## config.mk

```make
export PLATFORM = sky130hd
export DESIGN_NAME = dual_port_gpio_psp_ctrl
export DESIGN_NICKNAME = d
export VERILOG_FILES = /design/src/gpio_pin_bank.v /design/src/psp_strobe_detect.v /design/src/dual_port_gpio_psp_ctrl.v
export VERILOG_INCLUDE_DIRS = /design/src
export SDC_FILE = /design/constraint.sdc
export NUM_CORES = 1
export LEC_CHECK = 0
export BUFFER_PORTS_ARGS = -buffer_cell sky130_fd_sc_hd__buf_2
export CORE_AREA = 2 2 75 77
export CTS_BUF_LIST = sky130_fd_sc_hd__clkbuf_16
export DETAILED_ROUTE_END_ITERATION = 6
export DIE_AREA = 0 0 77 79
export GPL_TIMING_DRIVEN = 0
export HOLD_SLACK_MARGIN = 0.12
export PLACE_DENSITY = 0.82
export SYNTH_ARGS = -nofsm -noshare
export SYNTH_HDL_FRONTEND = slang
export SYNTH_SLANG_ARGS = --single-unit
```

## constraint.sdc

```tcl
create_clock -name sys_clk -period 3.2 [get_ports sys_clk]
set_input_delay 0.96 -clock sys_clk [delete_from_list [all_inputs] [get_ports sys_clk]]
set_output_delay 0.96 -clock sys_clk [all_outputs]
set_load 0.02 [all_outputs]
```

## src/gpio_psp_defines.vh

```
// register offsets, field positions and reset values for the dual gpio port block
`ifndef GPIO_PSP_DEFINES_VH
`define GPIO_PSP_DEFINES_VH

// register byte offsets on the apb bus
`define OFS_WIDE_PINS    8'h00
`define OFS_WIDE_LATCH   8'h04
`define OFS_WIDE_DIR     8'h08
`define OFS_NARROW_PINS  8'h0C
`define OFS_NARROW_LATCH 8'h10
`define OFS_NARROW_CTRL  8'h14
`define OFS_ANALOG_SEL   8'h18

// fields of the narrow direction and slave control register
`define BIT_IN_FULL      7
`define BIT_OUT_FULL     6
`define BIT_IN_OVERFLOW  5
`define BIT_SLAVE_MODE   4
`define BIT_UNUSED       3
`define NARROW_DIR_MSB   2

// reset values
`define RST_WIDE_DIR     8'hFF
`define RST_NARROW_CTRL  8'h07
`define RST_NARROW_DIR   3'h7
`define RST_WIDE_LATCH   8'h00
`define RST_NARROW_LATCH 3'h0
`define RST_ANALOG_SEL   3'h0

`endif

```

## src/gpio_pin_bank.v

```verilog
// pin driver and read path for one bank of bidirectional port pins
`timescale 1ns/1ps

module gpio_pin_bank #(
    parameter W = 8
) (
    // configuration
    input  wire [W-1:0] direction,
    input  wire [W-1:0] latchValue,
    input  wire [W-1:0] analogSel,
    input  wire         forceInput,
    // pins
    input  wire [W-1:0] pinIn,
    output wire [W-1:0] pinOut,
    output wire [W-1:0] pinOe,
    // read path
    output wire [W-1:0] pinValue
);

    // one in direction tri-states the driver, zero drives the latch
    assign pinOe    = forceInput ? {W{1'b0}} : ~direction;
    assign pinOut   = latchValue;
    // analog-selected pins read back as zero
    assign pinValue = pinIn & ~analogSel;

endmodule // gpio_pin_bank

```

## src/psp_strobe_detect.v

```verilog
// detects first-low of chip select with write or read strobe on the slave port
`timescale 1ns/1ps

module psp_strobe_detect (
    // clock and reset
    input  wire sys_clk,
    input  wire reset_n,
    // control
    input  wire enable,
    // strobes, active low
    input  wire readStrobe_n,
    input  wire writeStrobe_n,
    input  wire chipSelect_n,
    // events
    output wire writeEvent,
    output wire readEvent,
    output wire readActive
);

    reg  writeSeen;
    reg  readSeen;
    wire writeLow;
    wire readLow;

    assign writeLow = enable & ~chipSelect_n & ~writeStrobe_n;
    assign readLow  = enable & ~chipSelect_n & ~readStrobe_n;

    // remember the previous sample so only the first low pair counts
    always @(posedge sys_clk) begin
        if (!reset_n) begin
            writeSeen <= 1'b0;
            readSeen  <= 1'b0;
        end else begin
            writeSeen <= writeLow;
            readSeen  <= readLow;
        end
    end

    assign writeEvent = writeLow & ~writeSeen;
    assign readEvent  = readLow & ~readSeen;
    assign readActive = readLow;

endmodule // psp_strobe_detect

```

## src/dual_port_gpio_psp_ctrl.v

```verilog
// eight-bit and three-bit gpio ports with parallel slave port, apb register access
//
// Overview of operation
// - wide direction bit one tri-states the pin, making it an input
// - wide direction bit zero drives the pin from the output latch
// - wide latch register reads return the latch, not the pins
// - wide port has eight pins, each with its own direction
// - slave mode turns the wide port into a microprocessor data port
// - narrow port has three pins, each input or output
// - narrow latch register reads return the latch, not the pins
// - narrow direction bit one tri-states the matching pin
// - narrow direction bit zero drives the matching latch bit
// - in slave mode the narrow pins are slave control inputs
// - a narrow pin selected as analog reads back as zero
// - narrow direction bits still govern pins selected as analog
// - input full flag is set while a received word awaits reading
// - output full flag is set until the written word is read
// - overflow sets on a write while input unread, software clears
// - mode bit one selects slave port, zero selects gpio
// - control bits two to zero set narrow pin directions
// - wide direction resets to all ones
// - narrow pins zero, one, two are read, write, chip select strobes
// - an access happens when select and strobe are first both low
`timescale 1ns/1ps
`include "gpio_psp_defines.vh"

module dual_port_gpio_psp_ctrl (
    // clock and reset
    input  wire        sys_clk,
    input  wire        reset_n,
    // apb slave
    input  wire        psel,
    input  wire        penable,
    input  wire        pwrite,
    input  wire [7:0]  paddr,
    input  wire [31:0] pwdata,
    output reg  [31:0] prdata,
    output wire        pready,
    output wire        pslverr,
    // wide port pins
    input  wire [7:0]  widePinIn,
    output wire [7:0]  widePinOut,
    output wire [7:0]  widePinOe,
    // narrow port pins
    input  wire [2:0]  narrowPinIn,
    output wire [2:0]  narrowPinOut,
    output wire [2:0]  narrowPinOe
);

    ////////////////////////////////////////////////////////////////////////////
    // registers

    reg  [7:0] wideLatch;
    reg  [7:0] wideDir;
    reg  [2:0] narrowLatch;
    reg  [2:0] narrowDir;
    reg  [2:0] analogSel;
    reg        slaveMode;
    reg        inputFull;
    reg        outputFull;
    reg        inputOverflow;
    reg  [7:0] inputBuffer;

    ////////////////////////////////////////////////////////////////////////////
    // next values and internal wires

    reg  [7:0] next_wideLatch;
    reg  [7:0] next_wideDir;
    reg  [2:0] next_narrowLatch;
    reg  [2:0] next_narrowDir;
    reg  [2:0] next_analogSel;
    reg        next_slaveMode;
    reg        next_inputFull;
    reg        next_outputFull;
    reg        next_inputOverflow;
    reg  [7:0] next_inputBuffer;
    reg  [31:0] next_prdata;

    wire       setupPhase;
    wire       accessPhase;
    wire       busWrite;
    wire       busRead;
    wire       addrMapped;
    wire [7:0] wideValue;
    wire [2:0] narrowValue;
    wire [7:0] ctrlValue;
    wire [7:0] wideOeGpio;
    wire [2:0] narrowOeBank;
    wire       extWrite;
    wire       extRead;
    wire       extReadActive;
    wire       cpuLoadsOut;
    wire       cpuTakesIn;

    ////////////////////////////////////////////////////////////////////////////
    // functions

    // true when the offset matches one of the implemented registers
    function mapped;
        input [7:0] a;
        begin
            mapped = (a == `OFS_WIDE_PINS)    || (a == `OFS_WIDE_LATCH)  ||
                     (a == `OFS_WIDE_DIR)     || (a == `OFS_NARROW_PINS) ||
                     (a == `OFS_NARROW_LATCH) || (a == `OFS_NARROW_CTRL) ||
                     (a == `OFS_ANALOG_SEL);
        end
    endfunction

    // zero-extend a byte onto the apb data bus
    function [31:0] widen;
        input [7:0] v;
        begin
            widen = {24'h000000, v};
        end
    endfunction

    // zero-extend a three-bit narrow port value onto the apb data bus
    function [31:0] widen3;
        input [2:0] v;
        begin
            widen3 = {29'h0, v};
        end
    endfunction

    // true for the two offsets that load the wide output latch
    function wideWordAddr;
        input [7:0] a;
        begin
            wideWordAddr = (a == `OFS_WIDE_PINS) || (a == `OFS_WIDE_LATCH);
        end
    endfunction

    ////////////////////////////////////////////////////////////////////////////
    // apb decode

    // zero-wait slave: every access phase completes in its first cycle
    assign setupPhase  = psel & ~penable;
    assign accessPhase = psel & penable;
    assign pready      = 1'b1;
    assign addrMapped  = mapped(paddr);
    assign pslverr     = accessPhase & ~addrMapped;
    assign busWrite    = accessPhase & pwrite & addrMapped;
    assign busRead     = accessPhase & ~pwrite & addrMapped;

    // cpu events that move the slave port buffer flags
    assign cpuLoadsOut = busWrite & slaveMode & wideWordAddr(paddr);
    assign cpuTakesIn  = busRead & slaveMode & (paddr == `OFS_WIDE_PINS);

    ////////////////////////////////////////////////////////////////////////////
    // pin banks

    // wide bank; in slave mode the gpio drivers are replaced below
    // wide pins have no analog select, so that mask is tied off
    gpio_pin_bank #(
        .W          (8)
    ) u_wide_bank (
        .direction  (wideDir),
        .latchValue (wideLatch),
        .analogSel  (8'h00),
        .forceInput (slaveMode),
        .pinIn      (widePinIn),
        .pinOut     (widePinOut),
        .pinOe      (wideOeGpio),
        .pinValue   (wideValue)
    );

    // narrow bank; slave mode turns every pin into a strobe input
    gpio_pin_bank #(
        .W          (3)
    ) u_narrow_bank (
        .direction  (narrowDir),
        .latchValue (narrowLatch),
        .analogSel  (analogSel),
        .forceInput (slaveMode),
        .pinIn      (narrowPinIn),
        .pinOut     (narrowPinOut),
        .pinOe      (narrowOeBank),
        .pinValue   (narrowValue)
    );

    assign narrowPinOe = narrowOeBank;

    // external master reads the latch only while select and read are low
    assign widePinOe = slaveMode ? {8{extReadActive}} : wideOeGpio;

    ////////////////////////////////////////////////////////////////////////////
    // slave port strobes

    // pin zero is read, pin one is write, pin two is chip select
    // strobes are sampled on sys_clk, so a pulse must span a rising edge
    psp_strobe_detect u_strobes (
        .sys_clk       (sys_clk),
        .reset_n       (reset_n),
        .enable        (slaveMode),
        .readStrobe_n  (narrowPinIn[0]),
        .writeStrobe_n (narrowPinIn[1]),
        .chipSelect_n  (narrowPinIn[2]),
        .writeEvent    (extWrite),
        .readEvent     (extRead),
        .readActive    (extReadActive)
    );

    ////////////////////////////////////////////////////////////////////////////
    // control register image

    // bit three is unimplemented and always reads zero
    assign ctrlValue = {inputFull, outputFull, inputOverflow, slaveMode,
                        1'b0, narrowDir};

    ////////////////////////////////////////////////////////////////////////////
    // next-state logic

    // register writes, slave port events and flag updates
    always @* begin
        next_wideLatch     = wideLatch;
        next_wideDir       = wideDir;
        next_narrowLatch   = narrowLatch;
        next_narrowDir     = narrowDir;
        next_analogSel     = analogSel;
        next_slaveMode     = slaveMode;
        next_inputFull     = inputFull;
        next_outputFull    = outputFull;
        next_inputOverflow = inputOverflow;
        next_inputBuffer   = inputBuffer;

        // cpu writes
        if (busWrite) begin
            case (paddr)
                `OFS_WIDE_PINS: begin
                    next_wideLatch = pwdata[7:0];
                end
                `OFS_WIDE_LATCH: begin
                    next_wideLatch = pwdata[7:0];
                end
                `OFS_WIDE_DIR: begin
                    next_wideDir = pwdata[7:0];
                end
                `OFS_NARROW_PINS: begin
                    next_narrowLatch = pwdata[2:0];
                end
                `OFS_NARROW_LATCH: begin
                    next_narrowLatch = pwdata[2:0];
                end
                `OFS_NARROW_CTRL: begin
                    // flags in bits seven and six are read only
                    next_narrowDir = pwdata[`NARROW_DIR_MSB:0];
                    next_slaveMode = pwdata[`BIT_SLAVE_MODE];
                    // writing one to the overflow bit leaves it as it is
                    if (!pwdata[`BIT_IN_OVERFLOW]) begin
                        next_inputOverflow = 1'b0;
                    end
                end
                `OFS_ANALOG_SEL: begin
                    next_analogSel = pwdata[2:0];
                end
                default: begin
                    next_analogSel = analogSel;
                end
            endcase
        end

        // cpu read of the wide port in slave mode takes the received word
        if (cpuTakesIn) begin
            next_inputFull = 1'b0;
        end

        // external master read drains the output word
        if (extRead) begin
            next_outputFull = 1'b0;
        end

        // a cpu load in the same cycle wins over the drain
        if (cpuLoadsOut) begin
            next_outputFull = 1'b1;
        end

        // external master write; set wins over a clear in the same cycle
        if (extWrite) begin
            next_inputBuffer = widePinIn;
            next_inputFull   = 1'b1;
            if (inputFull) begin
                next_inputOverflow = 1'b1;
            end
        end
    end

    ////////////////////////////////////////////////////////////////////////////
    // read data

    // read data is sampled in the setup cycle and held for the access cycle
    // an external write between setup and access shows on the next read
    always @* begin
        next_prdata = prdata;
        if (setupPhase) begin
            case (paddr)
                `OFS_WIDE_PINS:    next_prdata = widen(slaveMode ? inputBuffer : wideValue);
                `OFS_WIDE_LATCH:   next_prdata = widen(wideLatch);
                `OFS_WIDE_DIR:     next_prdata = widen(wideDir);
                `OFS_NARROW_PINS:  next_prdata = widen3(narrowValue);
                `OFS_NARROW_LATCH: next_prdata = widen3(narrowLatch);
                `OFS_NARROW_CTRL:  next_prdata = widen(ctrlValue);
                `OFS_ANALOG_SEL:   next_prdata = widen3(analogSel);
                default:           next_prdata = 32'h00000000;
            endcase
        end
    end

    ////////////////////////////////////////////////////////////////////////////
    // state registers

    // all state with synchronous reset
    always @(posedge sys_clk) begin
        if (!reset_n) begin
            wideLatch     <= `RST_WIDE_LATCH;
            wideDir       <= `RST_WIDE_DIR;
            narrowLatch   <= `RST_NARROW_LATCH;
            narrowDir     <= `RST_NARROW_DIR;
            analogSel     <= `RST_ANALOG_SEL;
            slaveMode     <= 1'b0;
            inputFull     <= 1'b0;
            outputFull    <= 1'b0;
            inputOverflow <= 1'b0;
            inputBuffer   <= 8'h00;
            prdata        <= 32'h00000000;
        end else begin
            wideLatch     <= next_wideLatch;
            wideDir       <= next_wideDir;
            narrowLatch   <= next_narrowLatch;
            narrowDir     <= next_narrowDir;
            analogSel     <= next_analogSel;
            slaveMode     <= next_slaveMode;
            inputFull     <= next_inputFull;
            outputFull    <= next_outputFull;
            inputOverflow <= next_inputOverflow;
            inputBuffer   <= next_inputBuffer;
            prdata        <= next_prdata;
        end
    end

endmodule // dual_port_gpio_psp_ctrl

```

* Word-level counts from Yosys, hierarchy flattened
Index checks and enable logic that the tools add are counted.
** Storage, ports and cells
- Register bits after elaboration :: 71
- Bits of input ports :: 56
- Output and inout bits :: 56
** Operators by class
- Equality and inequality tests :: 6
- Multiplexer cells :: 13
- Bitwise gates (word level) :: 28
- Reductions and logical operators :: 16
** Operators by type and width (count)
- 8-bit case mux with 7 select lines :: 1
- 8-bit by 5-bit == test with 1-bit output, second input constant :: 3
- 1-bit AND :: 16
- 8-bit by 4-bit == test with 1-bit output, second input constant :: 2
- 8-bit 2-to-1 mux :: 2
- 2-bit AND reduction :: 5
- 1-bit 2-to-1 mux :: 9
- 8-bit by 3-bit == test with 1-bit output, second input constant :: 1
- 8-bit zero test :: 1
- 1-bit inverter :: 8
- 8-bit inverter :: 1
- 1-bit logical OR :: 6
- 3-bit inverter :: 2
- 2-bit nonzero test :: 2
- 2-bit OR reduction :: 2
- 3-bit AND :: 1
- 3-bit 2-to-1 mux :: 1

* Depth between registers and ports, before layout
Gate-level depths: netlist of the first run.
- Depth in word-level cells :: 12
- Mapped depth :: 6

* Hierarchy
A second synthesis of the first run with hierarchy kept.
** Unflattened totals
- Cell total of the unflattened synthesis :: 334
- Area total of the unflattened synthesis :: 2773.9 µm²
** Modules (own cells, without submodules)
- dual_port_gpio_psp_ctrl :: instances 1, cells each 293, area each 2444.8 µm²
- gpio_pin_bank at u_wide_bank :: instances 1, cells each 25, area each 151.4 µm²
- psp_strobe_detect :: instances 1, cells each 7, area each 102.6 µm²
- gpio_pin_bank at u_narrow_bank :: instances 1, cells each 9, area each 75.1 µm²

* Worst setup path after synthesis of the first run
No wires, ideal clock.
- Path type :: input -> output
- Start point :: input port narrowPinIn[2]
- End point :: output port widePinOe[0]
- Arrival time :: 1803 ps
- Required time :: 2240 ps
- Setup slack :: 437 ps
- Cell stages on the path :: 4
- Buffers on the path :: 1
- Path through :: nand2b_1 -> or2_2 -> clkbuf_1 -> o21ai_0
** Between the ends
- Longest elaborated chain between the ends :: 4
** RTL lines
- start, declared :: RTL line dual_port_gpio_psp_ctrl.v:45 : input wire [2:0] narrowPinIn,
- 1-bit inverter :: RTL line psp_strobe_detect.v:26 : assign readLow = enable & ~chipSelect_n & ~readStrobe_n;
- 1-bit AND (2 in a row) :: RTL line psp_strobe_detect.v:26
- 8-bit 2-to-1 mux :: RTL line dual_port_gpio_psp_ctrl.v:184 : assign widePinOe = slaveMode ? {8{extReadActive}} : wideOeGpio;
- end, declared :: RTL line dual_port_gpio_psp_ctrl.v:43 : output wire [7:0] widePinOe,
Every way passes these cells.

* Worst setup path after layout of the first run
- Start point :: input port paddr[7]
- End point :: output port pslverr
** Between the ends
- Longest elaborated chain between the ends :: 9
- Elaborated cells on any way between the ends :: 15
- Classes of those cells :: eq/ne: 6; bitwise: 2; reduce/logical: 7
** RTL lines
- start, declared :: RTL line dual_port_gpio_psp_ctrl.v:35 : input wire [7:0] paddr,
- 8-bit by 3-bit == test with 1-bit output or 8-bit zero test (tied branches)
- 1-bit logical OR (5 in a row) :: RTL line dual_port_gpio_psp_ctrl.v:102 : mapped = (a == `OFS_WIDE_PINS) || (a == `OFS_WIDE_LATCH) ||
- 1-bit logical OR * :: RTL line dual_port_gpio_psp_ctrl.v:102
- 1-bit inverter * :: RTL line dual_port_gpio_psp_ctrl.v:141 : assign pslverr = accessPhase & ~addrMapped;
- 1-bit AND * :: RTL line dual_port_gpio_psp_ctrl.v:141
- end, declared :: RTL line dual_port_gpio_psp_ctrl.v:39 : output wire pslverr,
Every way passes the cells marked *; elsewhere a longest branch is shown, timed or not.

==> flow_summary.ini, run 1 <==
[status]
status = finished, final reports clean

[placed_design]
portBuffers = 61
dp.cells = 461
gp_congestion = 0.8899
dp_hpwl_um = 5528
place_area_um2 = 3048
place_ws_ns = 0.07293

[cells_and_area]
fin_nets = 451
synthToLayoutAreaGrowth_pct = 24.38
final_area_um2 = 3192
diodes = 0
final_common_cell = buf_2
drive_above_1_share = 0.2854
layout_common_cells = 64 x buf_2, 47 x dfxtp_1, 41 x nand2_1
fin_cells = 468

[logic_synthesis]
synth_flop_cell = dfxtp_1
syn_avg_cell_area_um2 = 8.414
async_flop_share = 0
synth_cell_types = 50
seq_area_frac_synth = 0.3667
yosys_warnings = 0
netlist_instances = 305
ys_ff_latch = 47
synth_edf_count = 0
syn_area_um2 = 2566

[global_routing]
grt_usage = 0.2382
grt_max_degree = 15
antenna_found_initial = 0
grt_overflow_total = 0
grt_pass1_wl_um = 11340
grt_pass1_vias = 2312

[cts]
clk_path_buf_depth = 2
cts-root-buf = clkbuf_16
clk_latency_ns = 0.29
clkTransAtPathRegs_ns = 0.06
cts_sinks = 47
cts_made_buffers = 5
post_cts_buffers = 0
htree_num_levels = 2
cts_tree = built
cts-hold-fix-buffers = 0
ctsResizeCount = 0

[flow_run]
maxCapViolations = 0

[floorplan]
fp-row-count = 27
die-area_um2 = 6083
core_um2 = 5338
num_io_pins = 112
die_h_um = 79
die_width_um = 77
start_util = 0.4808

[critical_path]
criticalPathCategory = primary input to primary output
reg2reg_to = prdata[6]
arrival_ns = 2.15
rrSetupSlack_ns = 1.32
r2r_start = slaveMode
crit_path_max_fanout = 5
startpoint = paddr[7]
rr_worst_depth = 6
cp-end-kind = primary output
start_kind = primary input
crit_path_end = pslverr
cp.required_ns = 2.24

[route]
via_per_inst = 5.382
wl_um = 7225
drt_iter0_drc = 162
ant_nets = 0
drc_errors = 0
wl_per_cell_um = 15.44
dr_total_vias = 2519
dr.pass1.iters = 5

[sta]
fin_setup_tns_ns = 0
rsz0062_at_grt = false
fmax_mhz = 322.0
skew_ns = 0.004015
final_hold_viol_count = 0
period_share = 0.9704
slew_headroom = 0.5747
slew_viol_final = 0
min_period_ns = 3.105
fin_ws_ns = 0.09484
worst_pin_slew_ns = 0.6344
finalSetupViolations = 0

[pwr]
p_total_mw = 1.257
powerDensity_nw_per_um2 = 393.8
switching_share = 0.2560
clkPwrFrac = 0.399
seqPwrFrac = 0.468
p_leak_nw = 1.418
p_int_mw = 0.9351
pwr-share-comb = 0.133
ir_drop_mv = 0.2216
switchingPower_mw = 0.3218

[min_path]
hold_class = register to register
## per-stage QoR
| stage | utilization | hold slack (ns) |
|---|---|---|
| 2_1_floorplan | - | 0.4360 |
| 6_report | 0.5980 | 0.4570 |
| 5_1_grt | 0.5980 | 0.4764 |
| 4_1_cts | 0.5975 | 0.4552 |
| 3_5_place_dp | 0.5710 | 0.4465 |
| 3_3_place_gp | 0.5710 | 0.4415 |
## cell usage after synthesis, drive strengths merged (3+ instances only)
master  number  area share
o21ai       29       0.057
nand3b       5       0.015
clkbuf      14       0.020
nand2b       3      0.0073
nor2b        3      0.0073
a31oi        3      0.0073
nor2        17       0.025
nand3       17       0.035
buf         32       0.089
or3          3      0.0073
mux2         3       0.013
nand2       43       0.065
nor3         5       0.020
inv          3      0.0044
mux2i       27        0.11
a221oi       3       0.010
a21oi       14       0.027
dfxtp       47        0.37
o32ai        3       0.010
or4          3       0.010
## worst max-delay path, stage by stage
cell and delay, ns:
buf_2 0.12, or3_1 0.45, nor3_4 0.28, a21oi_1 0.15, buf_2 0.19
## worst min-delay path by stage
stage | startpoint | depth (start not counted) | slack [ns] | to
6_report | inputBuffer[1] | 2 | 0.46 | inputBuffer[1]
4_1_cts | inputBuffer[1] | 2 | 0.46 | inputBuffer[1]
3_5_place_dp | inputBuffer[1] | 2 | 0.45 | inputBuffer[1]
2_1_floorplan | inputBuffer[0] | 2 | 0.44 | inputBuffer[0]
3_3_place_gp | inputBuffer[3] | 2 | 0.44 | inputBuffer[3]
5_1_grt | inputBuffer[1] | 2 | 0.48 | inputBuffer[1]
## routing by layer
metal	GRT usage	part of all wire
met4	0.1018	0.025
met1	0.3018	0.41
met2	0.3939	0.48
met5	0	0
met3	0.05114	0.079
## kinds of logic after synthesis
logic type	count (synthesis)	synth area share
AO/OA/AOI/OAI	66	0.1594
AND/OR/NAND/NOR	111	0.2384
multiplexers	30	0.1185
other	2	0.002926
buffers and inverters	49	0.1141
flip-flops	47	0.3666
## power groups by stage
stage	combinational [mW]	clock, mW	sequential, mW
2_1_floorplan	0.108	0	0.604
3_3_place_gp	0.163	0	0.601
3_5_place_dp	0.163	0	0.601
4_1_cts	0.163	0.510	0.588
5_1_grt	0.178	0.534	0.588
6_report	0.167	0.502	0.588
## registers in the layout, indices dropped and copies added (netlist names)
name	cells
wideLatch	8
u_strobes.readSeen	1
narrowDir	3
inputOverflow	1
outputFull	1
wideDir	8
inputFull	1
slaveMode	1
u_strobes.writeSeen	1
prdata	8
narrowLatch	3
analogSel	3
inputBuffer	8
## final cells by class
class | instances | area [µm²]
fillers | 506 | 2146
plain buffers | 45 | 277.8
well taps | 72 | 90.09
inverters | 3 | 11.26
clock buffers | 5 | 125.1
multi-input cells | 232 | 1425
clock inverters | 3 | 16.27
repair buffers | 61 | 305.3
flip-flops and latches | 47 | 940.9
Note: power is estimated with default switching activity, not from simulation.
==> run 2: changes to the inputs <==
--- a/config.mk
+++ b/config.mk
@@ -6,14 +6,16 @@
 export SDC_FILE = /design/constraint.sdc
 export NUM_CORES = 1
 export LEC_CHECK = 0
+export ABC_AREA = 1
 export BUFFER_PORTS_ARGS = -buffer_cell sky130_fd_sc_hd__buf_2
-export CORE_AREA = 2 2 75 77
+export CORE_AREA = 2 2 79 81
 export CTS_BUF_LIST = sky130_fd_sc_hd__clkbuf_16
 export DETAILED_ROUTE_END_ITERATION = 6
-export DIE_AREA = 0 0 77 79
+export DIE_AREA = 0 0 81 83
 export GPL_TIMING_DRIVEN = 0
 export HOLD_SLACK_MARGIN = 0.12
-export PLACE_DENSITY = 0.82
+export PLACE_DENSITY = 0.79
+export RECOVER_POWER = 50
 export SYNTH_ARGS = -nofsm -noshare
 export SYNTH_HDL_FRONTEND = slang
 export SYNTH_SLANG_ARGS = --single-unit
==> flow_summary.ini, run 2 <==
[status]
status = finished, final reports clean

[sta]
finalSetupViolations = 0
period_share = 0.9681
rsz0062_at_grt = false
slew_viol_final = 0
fin_setup_tns_ns = 0
final_hold_viol_count = 0
skew_ns = 0.005118
slew_headroom = 0.5504
worst_pin_slew_ns = 0.6719
fmax_mhz = 322.8
min_period_ns = 3.098
hold_ws_ns = 0.4564

[pwr]
pwr-share-comb = 0.119
switchingPower_mw = 0.3281
p_total_mw = 1.256
seqPwrFrac = 0.468
ir_drop_mv = 0.2782
p_int_mw = 0.9281
clkPwrFrac = 0.413
switching_share = 0.2612
p_leak_nw = 1.734
powerDensity_nw_per_um2 = 366.9

[logic_synthesis]
netlist_instances = 395
yosysMostFrequentCell = nand2_1
synth_cell_types = 34
yosys-top-cells-count = 105 x nand2_1, 49 x inv_1, 47 x dfxtp_1
seq_area_frac_synth = 0.3342
yosys_warnings = 0
async_flop_share = 0
synth_edf_count = 0
syn_area_um2 = 2815
synth_top_cell_area_share = 0.3342
synth_flop_cell = dfxtp_1
ys_ff_latch = 47
syn_avg_cell_area_um2 = 7.127
yosysTopAreaCell = dfxtp_1
synth_top_cells_by_area = dfxtp_1 33%, nand2_1 14%, buf_4 7.2%

[cells_and_area]
fin_cells = 565
diodes = 0
n_fill_cell = 597
final_area_um2 = 3423
final_common_cell = nand2_1
drive_above_1_share = 0.2367
fin_nets = 545
synthToLayoutAreaGrowth_pct = 21.60
layout_common_cells = 105 x nand2_1, 50 x inv_1, 47 x dfxtp_1

[route]
drt_iter0_drc = 230
wl_per_cell_um = 12.63
drc_errors = 0
dr.pass1.iters = 5
dr_total_vias = 2741
wl_um = 7136
ant_nets = 0
via_per_inst = 4.851

[global_routing]
grt_overflow_total = 0
use_met3 = 0.04239
busiest_layer = met2
grt_usage = 0.2170
grt_pass1_vias = 2475
grt_max_degree = 16
grt_pass1_wl_um = 11590
antenna_found_initial = 0
use_met1 = 0.2856
met2_usage = 0.3561

[critical_path]
cp.required_ns = 2.24
r2r_start = slaveMode
start_kind = primary input
slowest_stage = nor2_1
rrSetupSlack_ns = 1.54
rr_worst_depth = 8
cp-end-kind = primary output
cp.depth = 9
arrival_ns = 2.14
worstPathCellList = buf_2 -> nor2_1 -> nand2_4 -> nor2_4 -> nor2_4 -> nand3_4 -> buf_6 -> nor2_1 -> buf_2
crit_family = simple AND/OR/NAND/NOR gates
crit_path_max_fanout = 10
criticalPathCategory = primary input to primary output
startpoint = paddr[5]
cp_num_buf_inv = 3
crit_path_end = pslverr
reg2reg_to = inputBuffer[6]
max_stage_delay_ns = 0.18

[placed_design]
place_area_um2 = 3306
dp.cells = 555
gp_congestion = 0.8559
portBuffers = 62
dp_hpwl_um = 5372

[cts]
clk_latency_ns = 0.29
cts_sinks = 47
cts_tree = built
ctsResizeCount = 0
htree_num_levels = 2
cts-root-buf = clkbuf_16
clkTransAtPathRegs_ns = 0.06
clk_path_buf_depth = 2
cts-hold-fix-buffers = 0
cts_made_buffers = 5

[floorplan]
die_h_um = 83
die-area_um2 = 6723
core_um2 = 5816
start_util = 0.4841
num_io_pins = 112
fp-row-count = 28
die_width_um = 81

[flow_run]
maxCapViolations = 0

[min_path]
hold_class = register to register
[run 2: cell types whose count changed in the layout (fill, tap and decap cells not counted), sizes merged, moves of 5 or more]
| cell | before | now |
|---|---|---|
| clkbuf | 18 | 31 |
| nand3 | 17 | 10 |
| buf | 93 | 74 |
| inv | 4 | 56 |
| a21oi | 14 | 19 |
| nand3b | 5 | 0 |
| nor2 | 17 | 55 |
| nand2 | 43 | 109 |
| mux2i | 27 | 3 |
| o211ai | 1 | 13 |
| nand4 | 1 | 12 |
[run 2: cell type report]
type	count	area, µm²	area share
plain buffers	36	254.0	0.07420
clock buffers	5	125.1	0.03655
clock inverters	3	17.52	0.005117
inverters	56	212.7	0.06213
multi-input cells	279	1480	0.4324
flip-flops and latches	47	940.9	0.2749
well taps	75	93.84	0.02741
repair buffers	64	299.0	0.08735
[run 2: worst min-delay path by stage]
stage                                 to            from  cells after the start  slack, ns
final                     inputBuffer[4]  inputBuffer[4]                      2       0.46
after global routing           prdata[3]       prdata[3]                      2       0.50
after CTS                 inputBuffer[4]  inputBuffer[4]                      2       0.45
after detailed placement  inputBuffer[4]  inputBuffer[4]                      2       0.44
after global placement    inputBuffer[4]  inputBuffer[4]                      2       0.44
after floorplan           inputBuffer[4]  inputBuffer[4]                      2       0.42
[run 2: worst min-delay path, stage by stage, from the launching register on]
cell     delay, ns
dfxtp_1       0.30
inv_1         0.06
a21oi_1       0.05
[run 2: through the flow]
step,util,setup WS (ns)
floorplan,-,0.3204
global placement,0.5684,0.09938
detailed placement,0.5684,0.09212
CTS,0.5929,0.09106
global route,0.5886,0.00008060
finish,0.5886,0.1022
[run 2: logic make-up after synthesis]
family                 share of synthesized area
AOI/OAI and AO/OA                         0.1404
buffers and inverters                     0.1662
DFF                                       0.3342
muxes                                    0.01067
other                                   0.002668
and+or+nand+nor                           0.3458
[run 2: metal layers]
metal	vias to the layer above	wire, µm
li1	1392	-
met5	-	0
met3	8	625
met4	0	70
met1	1218	3121
met2	123	3318
[run 2: power groups by stage]
stage,clock [mW],sequential [mW],combinational (mW)
finish,0.518,0.588,0.149
global route,0.544,0.588,0.163
CTS,0.523,0.588,0.149
detailed placement,0,0.602,0.149
global placement,0,0.602,0.147
floorplan,0,0.604,0.102
[run 2: repair_timing]
item                                    CTS  global route
endpoints found under the hold margin     0             0
endpoints found under the setup margin    0             1
setup buffers                             0             2
